`config.mk`:
```
export PLATFORM = sky130hd
export DESIGN_NAME = shift_move_indirect_datapath
export DESIGN_NICKNAME = d
export VERILOG_FILES = /design/src/rtl/datapath_pkg.sv /design/src/rtl/file_reg_mem.sv /design/src/rtl/shift_move_indirect_datapath.sv
export SDC_FILE = /design/constraint.sdc
export NUM_CORES = 1
export LEC_CHECK = 0
export ABC_CLOCK_PERIOD_IN_PS = 10000
export BUFFER_PORTS_ARGS = -buffer_cell sky130_fd_sc_hd__buf_4
export CAP_MARGIN = 20
export CORE_ASPECT_RATIO = 0.75
export CORE_MARGIN = 2
export CORE_UTILIZATION = 45
export DETAILED_ROUTE_END_ITERATION = 10
export HOLD_SLACK_MARGIN = 0.02
export PLACE_DENSITY_LB_ADDON = 0.05
export SYNTH_ARGS = -nofsm -noshare
export SYNTH_HDL_FRONTEND = slang
export SYNTH_SLANG_ARGS = --single-unit
```
`constraint.sdc`:
```
create_clock -name clock_i -period 10 [get_ports clock_i]
set_clock_uncertainty 0.15 [all_clocks]
set_input_delay 0.5 -clock clock_i [delete_from_list [all_inputs] [get_ports clock_i]]
set_output_delay 0.5 -clock clock_i [all_outputs]
set_load 0.01 [all_outputs]
```
`src/rtl/datapath_pkg.sv`:
```
// constants and types shared by the shift, move and indirect datapath
`default_nettype none
package datapath_pkg;
   // ------------------------------------------------------------------
   // widths
   // ------------------------------------------------------------------
   localparam int DATA_W = 8;
   localparam int FADDR_W = 7;
   localparam int PTR_W = 16;
   localparam int OFS_W = 6;
   localparam int MEM_DEPTH = 128;

   // ------------------------------------------------------------------
   // reset values
   // ------------------------------------------------------------------
   localparam logic [7:0] ACCUM_RESET = 8'h00;
   localparam logic [15:0] PTR_RESET = 16'h0000;
   localparam logic [15:0] PTR_STEP = 16'h0001;
   localparam logic [7:0] DATA_ZERO = 8'h00;

   // ------------------------------------------------------------------
   // field positions and encodings
   // ------------------------------------------------------------------
   localparam int MSB_POS = 7;
   localparam int LSB_POS = 0;
   localparam logic DEST_ACCUM = 1'b0;
   localparam logic DEST_FILE = 1'b1;

   // operation select
   typedef enum logic [1:0] {
      logical_shift_left_op = 2'h0,
      logical_shift_right_op = 2'h1,
      register_move_op = 2'h2,
      indirect_load_accumulator_op = 2'h3
   } op_e;

   // pointer_update_mode encodings
   localparam logic [1:0] MODE_PRE_INC = 2'h0;
   localparam logic [1:0] MODE_PRE_DEC = 2'h1;
   localparam logic [1:0] MODE_POST_INC = 2'h2;
   localparam logic [1:0] MODE_POST_DEC = 2'h3;

   // sequencer states, one-hot
   typedef enum logic [2:0] {
      ST_IDLE = 3'h1,
      ST_READ = 3'h2,
      ST_EXEC = 3'h4
   } state_e;
endpackage
`default_nettype wire

```
`src/rtl/file_reg_mem.sv`:
```
// file register storage with registered read data
`timescale 1ns/1ps
`default_nettype none
module file_reg_mem
   import datapath_pkg::*;
(
   input wire logic clock_i,
   input wire logic rst_i,
   input wire logic [6:0] rd_addr_i,
   input wire logic wr_en_i,
   input wire logic [6:0] wr_addr_i,
   input wire logic [7:0] wr_data_i,
   output logic [7:0] rd_data_o
);
   logic [7:0] mem_ff [MEM_DEPTH];
   logic [7:0] rd_data_ff;
   logic [7:0] nxt_rd_data;

   // read path, value appears one cycle after the address
   always_comb begin
      nxt_rd_data = mem_ff[rd_addr_i];
   end

   always_ff @(posedge clock_i) begin
      if (rst_i) begin
         rd_data_ff <= DATA_ZERO;
      end else begin
         rd_data_ff <= nxt_rd_data;
      end
   end

   // write path, storage itself has no reset
   always_ff @(posedge clock_i) begin
      if (wr_en_i) begin
         mem_ff[wr_addr_i] <= wr_data_i;
      end
   end

   assign rd_data_o = rd_data_ff;
endmodule
`default_nettype wire

```
`src/rtl/shift_move_indirect_datapath.sv`:
```
// shift, register move and indirect load datapath of the 8-bit core
//
// Operation
// - left shift: bit7 to carry, zero in
// - destination bit selects accumulator or file register
// - right shift: bit0 to carry, zero in
// - move copies register, updates only zero flag
// - move to itself keeps contents, tests zero
// - indirect load picks pointer, two-bit update mode
// - relative form adds signed offset, pointer unchanged
// - modes: 00 preinc, 01 predec, 10/11 post
// - indirect reaches the low 7 bits of the pointer address, pointer wraps
`timescale 1ns/1ps
`default_nettype none
module shift_move_indirect_datapath
   import datapath_pkg::*;
(
   input wire logic clock_i,
   input wire logic rst_i,
   // operation request
   input wire logic op_valid_i,
   input wire logic [1:0] op_code_i,
   input wire logic [6:0] file_addr_i,
   input wire logic dest_sel_i,
   input wire logic ptr_sel_i,
   input wire logic [1:0] upd_mode_i,
   input wire logic rel_form_i,
   input wire logic [5:0] offset_i,
   // preload of file registers while idle
   input wire logic load_en_i,
   input wire logic [6:0] load_addr_i,
   input wire logic [7:0] load_data_i,
   // preload of a pointer while idle
   input wire logic ptr_load_i,
   input wire logic ptr_load_sel_i,
   input wire logic [15:0] ptr_load_val_i,
   // state
   output logic busy_o,
   output logic done_o,
   output logic [7:0] accum_o,
   output logic carry_o,
   output logic zero_o,
   output logic [15:0] ptr0_o,
   output logic [15:0] ptr1_o
);
   // ------------------------------------------------------------------
   // helpers
   // ------------------------------------------------------------------
   // zero test of an 8-bit result
   function automatic logic is_zero(input logic [7:0] v);
      is_zero = (v == DATA_ZERO);
   endfunction

   // one step of a pointer, wraps at both ends of its range
   function automatic logic [15:0] ptr_step(input logic [15:0] p,
                                            input logic down);
      if (down) begin
         ptr_step = p - PTR_STEP;
      end else begin
         ptr_step = p + PTR_STEP;
      end
   endfunction

   // ------------------------------------------------------------------
   // state
   // ------------------------------------------------------------------
   state_e state_ff, nxt_state;
   op_e op_ff, nxt_op;
   logic dest_ff, nxt_dest;
   logic [6:0] addr_ff, nxt_addr;
   logic [7:0] accum_ff, nxt_accum;
   logic carry_ff, nxt_carry;
   logic zero_ff, nxt_zero;
   logic [15:0] ptr_ff [2];
   logic [15:0] nxt_ptr [2];
   logic busy_ff, nxt_busy;
   logic done_ff, nxt_done;

   logic [7:0] rd_data;
   logic mem_wr_en;
   logic [6:0] mem_wr_addr;
   logic [7:0] mem_wr_data;

   logic [15:0] sel_ptr;
   logic [15:0] ofs_ext;
   logic [15:0] eff_addr;
   logic step_down;
   logic [7:0] result;
   logic ex_wr_file;

   // ------------------------------------------------------------------
   // operand decode
   // ------------------------------------------------------------------
   // effective address of an indirect load
   always_comb begin
      sel_ptr = ptr_ff[ptr_sel_i];
      ofs_ext = {{(PTR_W - OFS_W){offset_i[OFS_W - 1]}}, offset_i};
      step_down = upd_mode_i[0];
      if (rel_form_i) begin
         eff_addr = sel_ptr + ofs_ext;
      end else if (upd_mode_i == MODE_PRE_INC ||
                   upd_mode_i == MODE_PRE_DEC) begin
         eff_addr = ptr_step(sel_ptr, step_down);
      end else begin
         eff_addr = sel_ptr;
      end
   end

   // result of the executing operation
   always_comb begin
      result = rd_data;
      ex_wr_file = 1'b0;
      unique case (op_ff)
         logical_shift_left_op: begin
            result = {rd_data[MSB_POS - 1:LSB_POS], 1'b0};
            ex_wr_file = (dest_ff == DEST_FILE);
         end
         logical_shift_right_op: begin
            result = {1'b0, rd_data[MSB_POS:LSB_POS + 1]};
            ex_wr_file = (dest_ff == DEST_FILE);
         end
         register_move_op: begin
            result = rd_data;
            ex_wr_file = (dest_ff == DEST_FILE);
         end
         indirect_load_accumulator_op: begin
            result = rd_data;
            ex_wr_file = 1'b0;
         end
      endcase
   end

   // ------------------------------------------------------------------
   // sequencer and architectural state
   // ------------------------------------------------------------------
   // idle takes a request, read waits for the registered data, exec
   // retires it
   always_comb begin
      nxt_state = state_ff;
      nxt_op = op_ff;
      nxt_dest = dest_ff;
      nxt_addr = addr_ff;
      nxt_accum = accum_ff;
      nxt_carry = carry_ff;
      nxt_zero = zero_ff;
      nxt_ptr[0] = ptr_ff[0];
      nxt_ptr[1] = ptr_ff[1];
      nxt_busy = busy_ff;
      nxt_done = 1'b0;
      unique case (state_ff)
         ST_IDLE: begin
            if (op_valid_i) begin
               nxt_state = ST_READ;
               nxt_busy = 1'b1;
               nxt_op = op_e'(op_code_i);
               nxt_dest = dest_sel_i;
               if (op_e'(op_code_i) == indirect_load_accumulator_op) begin
                  nxt_addr = eff_addr[FADDR_W - 1:0];
                  if (!rel_form_i) begin
                     nxt_ptr[ptr_sel_i] = ptr_step(sel_ptr,
                                                   step_down);
                  end
               end else begin
                  nxt_addr = file_addr_i;
               end
            end else if (ptr_load_i) begin
               nxt_ptr[ptr_load_sel_i] = ptr_load_val_i;
            end
         end
         ST_READ: begin
            nxt_state = ST_EXEC;
         end
         ST_EXEC: begin
            nxt_state = ST_IDLE;
            nxt_busy = 1'b0;
            nxt_done = 1'b1;
            nxt_zero = is_zero(result);
            if (op_ff == logical_shift_left_op) begin
               nxt_carry = rd_data[MSB_POS];
            end else if (op_ff == logical_shift_right_op) begin
               nxt_carry = rd_data[LSB_POS];
            end
            if (!ex_wr_file) begin
               nxt_accum = result;
            end
         end
         default: begin
            nxt_state = ST_IDLE;
            nxt_busy = 1'b0;
         end
      endcase
   end

   always_ff @(posedge clock_i) begin
      if (rst_i) begin
         state_ff <= ST_IDLE;
         op_ff <= register_move_op;
         dest_ff <= DEST_ACCUM;
         addr_ff <= 7'h00;
         accum_ff <= ACCUM_RESET;
         carry_ff <= 1'b0;
         zero_ff <= 1'b0;
         ptr_ff[0] <= PTR_RESET;
         ptr_ff[1] <= PTR_RESET;
         busy_ff <= 1'b0;
         done_ff <= 1'b0;
      end else begin
         state_ff <= nxt_state;
         op_ff <= nxt_op;
         dest_ff <= nxt_dest;
         addr_ff <= nxt_addr;
         accum_ff <= nxt_accum;
         carry_ff <= nxt_carry;
         zero_ff <= nxt_zero;
         ptr_ff[0] <= nxt_ptr[0];
         ptr_ff[1] <= nxt_ptr[1];
         busy_ff <= nxt_busy;
         done_ff <= nxt_done;
      end
   end

   // ------------------------------------------------------------------
   // file register storage
   // ------------------------------------------------------------------
   // write port shared by the preload path and the write-back
   always_comb begin
      if (state_ff == ST_EXEC) begin
         mem_wr_en = ex_wr_file;
         mem_wr_addr = addr_ff;
         mem_wr_data = result;
      end else begin
         mem_wr_en = load_en_i && (state_ff == ST_IDLE) && !op_valid_i;
         mem_wr_addr = load_addr_i;
         mem_wr_data = load_data_i;
      end
   end

   file_reg_mem u_mem (
      .clock_i(clock_i),
      .rst_i(rst_i),
      .rd_addr_i(addr_ff),
      .wr_en_i(mem_wr_en),
      .wr_addr_i(mem_wr_addr),
      .wr_data_i(mem_wr_data),
      .rd_data_o(rd_data)
   );

   // ------------------------------------------------------------------
   // outputs
   // ------------------------------------------------------------------
   assign busy_o = busy_ff;
   assign done_o = done_ff;
   assign accum_o = accum_ff;
   assign carry_o = carry_ff;
   assign zero_o = zero_ff;
   assign ptr0_o = ptr_ff[0];
   assign ptr1_o = ptr_ff[1];
endmodule
`default_nettype wire

```
==> flow_metrics.env <==
export IMPL_wl_met1_um=51290
export IMPL_antenna_left=0
export IMPL_synthCells=2280
export IMPL_p_sw_uw=2242
export IMPL_r2r_setup_slack_ns=5.34
export IMPL_grt_overflow=0
export IMPL_numCtsBuffers=106
export IMPL_setup_tns_ns=0
export IMPL_whs_ns=0.05070
export IMPL_h_tree_depth=3
export IMPL_antenna_found_initial=7
export IMPL_num_vias=22690
export IMPL_dieArea_mm2=0.09924
export IMPL_final_area_mm2=0.04930
export IMPL_critPathMaxFanout=102
export IMPL_die_w_um=363.1
export IMPL_path_clk_slew_ns=0.06
export IMPL_gp_congestion=0.8314
export IMPL_synth_distinct_cells=56
export IMPL_cpPeakStageDelay_ns=0.80
export IMPL_wire_per_inst_um=29.58
export IMPL_period_needed_ns=4.661
export IMPL_dp_cells=3531
export IMPL_worstRegToRegCells=8
export IMPL_pwr_share_clk_pct=40.1
export IMPL_fin_nets=2492
export IMPL_pre_cts_ws_ns=5.319
export IMPL_wl_met3_um=8442
export IMPL_tightest_slew_ns=1.063
export IMPL_yosysSeqAreaShare_pct=73.65
export IMPL_syn_area_mm2=0.04352
export IMPL_p_sw_share_pct=22.94
export IMPL_cp_startpoint="addr_ff[0]"
export IMPL_cp_arrival_ns=5.08
export IMPL_core_mm2=0.09552
export IMPL_placed_area_mm2=0.04568
export IMPL_worst_path_max_delay_cell="dfxtp_4"
export IMPL_grt_start_max_net_pins=126
export IMPL_setup_viol=0
export IMPL_fp_dieH_um=273.3
export IMPL_rr_startpoint="addr_ff[0]"
export IMPL_rr_endpoint="u_mem.rd_data_o[5]"
export IMPL_start_util_pct=45.56
export IMPL_drt_pass1_iterations=7
export IMPL_timing_fmax_ghz=0.2145
export IMPL_via_per_inst=6.044
export IMPL_cts_buffer_depth=3
export IMPL_dp_hpwl_um=66150
export IMPL_drc_errors=0
export IMPL_synth_top_flop_cell="edfxtp_1"
export IMPL_drt_wl_total_um=111000
export IMPL_crit_chain="buf_12 -> buf_12 -> mux4_2 -> a22o_1 -> a221oi_1 -> o22ai_1 -> nor3_1 -> o22ai_1"
export IMPL_p_int_uw=7531
export IMPL_worst_setup_path_type="reg -> reg"
export IMPL_slew_headroom_pct=29.10
export IMPL_rsz0062_at_grt="no"
export IMPL_power_leakage_uw=0.01528
export IMPL_peakVddDrop_uv=121.9
export IMPL_period_share_pct=46.61
export IMPL_area_growth_syn_to_layout_pct=13.29
export IMPL_grt_first_pass_wirelength_um=160000
export IMPL_p_comb_share_pct=8.1
export IMPL_first_global_vias=22640
export IMPL_power_density_mw_per_mm2=198.2
export IMPL_io_buffer_count=100
export IMPL_fin_cells=3754
export IMPL_synth_edf_count=1024
export IMPL_power_frac_seq_pct=51.8
export IMPL_drv_slew=0
export IMPL_drt_iter0_drc=2409
export IMPL_finalWorstSetupSlack_ns=5.339
export IMPL_grtUsageTotal_pct=22.50
export IMPL_cap_violations=0
export IMPL_worstPathRequired_ns=10.42
export IMPL_timing_hold_violations_final=0
export IMPL_cts_tree="yes"
export IMPL_hp_class="in -> reg"
export IMPL_critPathCaptureType="flop"
export IMPL_clock_sinks=1089
export IMPL_cts_root_buf="clkbuf_16"
export IMPL_top_layer="met5"
export IMPL_syn_mean_instance_area_um2=19.09
export IMPL_outcome="finished clean"
export IMPL_crit_end="u_mem.rd_data_o[5]"
export IMPL_syn_nets=2359
export IMPL_cp_start_kind="flop"
export IMPL_met2_length_um=48730
export IMPL_ctsResizeCount=0
export IMPL_row_count=98
export IMPL_synth_async_reset_ratio_pct=0
export IMPL_drive_gt1_share_pct=24.05
export IMPL_io_pins=101
export IMPL_clkLatencyLatePin_ns=0.70
export IMPL_synth_seq_cells=1089
export IMPL_yosys_warnings=0
power by group through the flow:
stage	registers [µW]	logic (µW)	clock network, µW
after floorplan	5140	514	0
after global placement	5150	784	0
after global routing	5060	851	4160
final	5060	796	3920
after CTS	5060	803	3990
after detailed placement	5150	794	0
kinds of logic after synthesis:
group	Yosys count	synth area share (%)
adders and majority gates	22	0.6670
and+or+nand+nor	408	4.149
xor gates and xnor gates	19	0.3824
AOI/OAI and AO/OA	287	4.433
buffers and inverters	141	1.489
muxes	314	15.23
DFF	1089	73.65
critical path: cells and delay by family, from the launching register on:
family | cells | cell delay [ns]
multiplexers | 1 | 0.59
AO/OA/AOI/OAI | 4 | 0.95
buffers and inverters | 2 | 1.33
flip-flops | 1 | 0.80
AND/OR/NAND/NOR | 1 | 0.43
state kept, by name, indices dropped and copies added (netlist names):
signal           flops
done_o               1
u_mem.rd_data_o      8
busy_o               1
state_ff             3
carry_o              1
op_ff                2
accum_o              8
dest_ff              1
u_mem.mem_ff      1024
ptr_ff              32
addr_ff              7
zero_o               1
metrics by stage:
step | power, µW | utilization [%]
after CTS | 9846 | 51.58
after global placement | 5936 | 47.79
after floorplan | 5655 | -
after detailed placement | 5947 | 47.82
final | 9773 | 51.62
after global routing | 10070 | 51.62
repair_timing:
| item | CTS | global route |
|---|---|---|
| setup buffers | 0 | 0 |
| hold buffers | 21 | 0 |
| endpoints found under the hold margin | 31 | 0 |
worst min-delay path by stage:
| stage | from | to | slack (ns) | cells past startpoint |
|---|---|---|---|---|
| CTS | op_valid_i | state_ff[0] | 0.02 | 3 |
| floorplan | dest_ff | dest_ff | 0.28 | 2 |
| finish | load_data_i[1] | u_mem.mem_ff[114][1] | 0.05 | 3 |
| global placement | dest_ff | dest_ff | 0.30 | 2 |
| global route | load_data_i[1] | u_mem.mem_ff[114][1] | 0.03 | 3 |
| detailed placement | dest_ff | dest_ff | 0.30 | 2 |
synth_stat cells (10+ instances only):
| cell | number | area [µm²] |
|---|---|---|
| buf_1 | 12 | 45.04 |
| nor2_1 | 208 | 780.8 |
| o21ai_0 | 38 | 190.2 |
| xnor2_1 | 12 | 105.1 |
| buf_2 | 26 | 130.1 |
| o22ai_1 | 18 | 112.6 |
| edfxtp_1 | 1024 | 30750 |
| mux4_2 | 277 | 6238 |
| dfxtp_1 | 65 | 1301 |
| a21oi_1 | 74 | 370.4 |
| mux2i_1 | 21 | 210.2 |
| ha_1 | 20 | 250.2 |
| buf_4 | 11 | 82.58 |
| nand3b_1 | 14 | 105.1 |
| nand2_1 | 83 | 311.6 |
| nor2b_1 | 10 | 62.56 |
| a22oi_1 | 56 | 420.4 |
| a221oi_1 | 33 | 289.0 |
| nand3_1 | 13 | 65.06 |
| nor3_1 | 33 | 165.2 |
| a22o_1 | 21 | 183.9 |
| mux2_2 | 16 | 180.2 |
| clkbuf_1 | 81 | 304.0 |
final cells by class:
class	count	area (µm²)
clock inverters	58	495.5
well taps	1250	1564
diodes	1	2.502
clock buffers	140	2884
multi-input cells	1050	10940
flip-flops and latches	1089	32060
repair buffers	161	1340
inverters	5	18.77
fillers	7599	46220
per-layer routing:
layer	track usage (%)	vias up
met3	5.458	168
met5	0	-
met2	32.66	802
met4	5.984	10
met1	34.14	12050
li1	-	9663
placed cells by master, fill, tap and decap left out, drive strengths merged, types with 6 or more instances in the layout:
cell | Yosys | routed
mux2i | 21 | 21
dfxtp | 65 | 65
or3 | 6 | 6
xor2 | 7 | 7
nor2b | 10 | 10
buf | 55 | 140
nand4 | 9 | 9
a21oi | 74 | 74
a21o | 9 | 9
o21ai | 39 | 39
mux4 | 277 | 277
ha | 20 | 20
and2 | 6 | 6
dlygate4sd3 | 0 | 21
nand3b | 14 | 14
nor2 | 208 | 208
edfxtp | 1024 | 1024
clkinv | 0 | 42
xnor2 | 12 | 12
nand2 | 83 | 83
inv | 5 | 9
a22o | 21 | 21
clkbuf | 81 | 140
bufinv | 0 | 7
mux2 | 16 | 16
nand3 | 13 | 13
a221oi | 33 | 33
a22oi | 56 | 56
o22ai | 18 | 18
a211oi | 8 | 8
nand2b | 9 | 9
nor3 | 33 | 33
No activity file was read; power rests on OpenSTA's default activity.
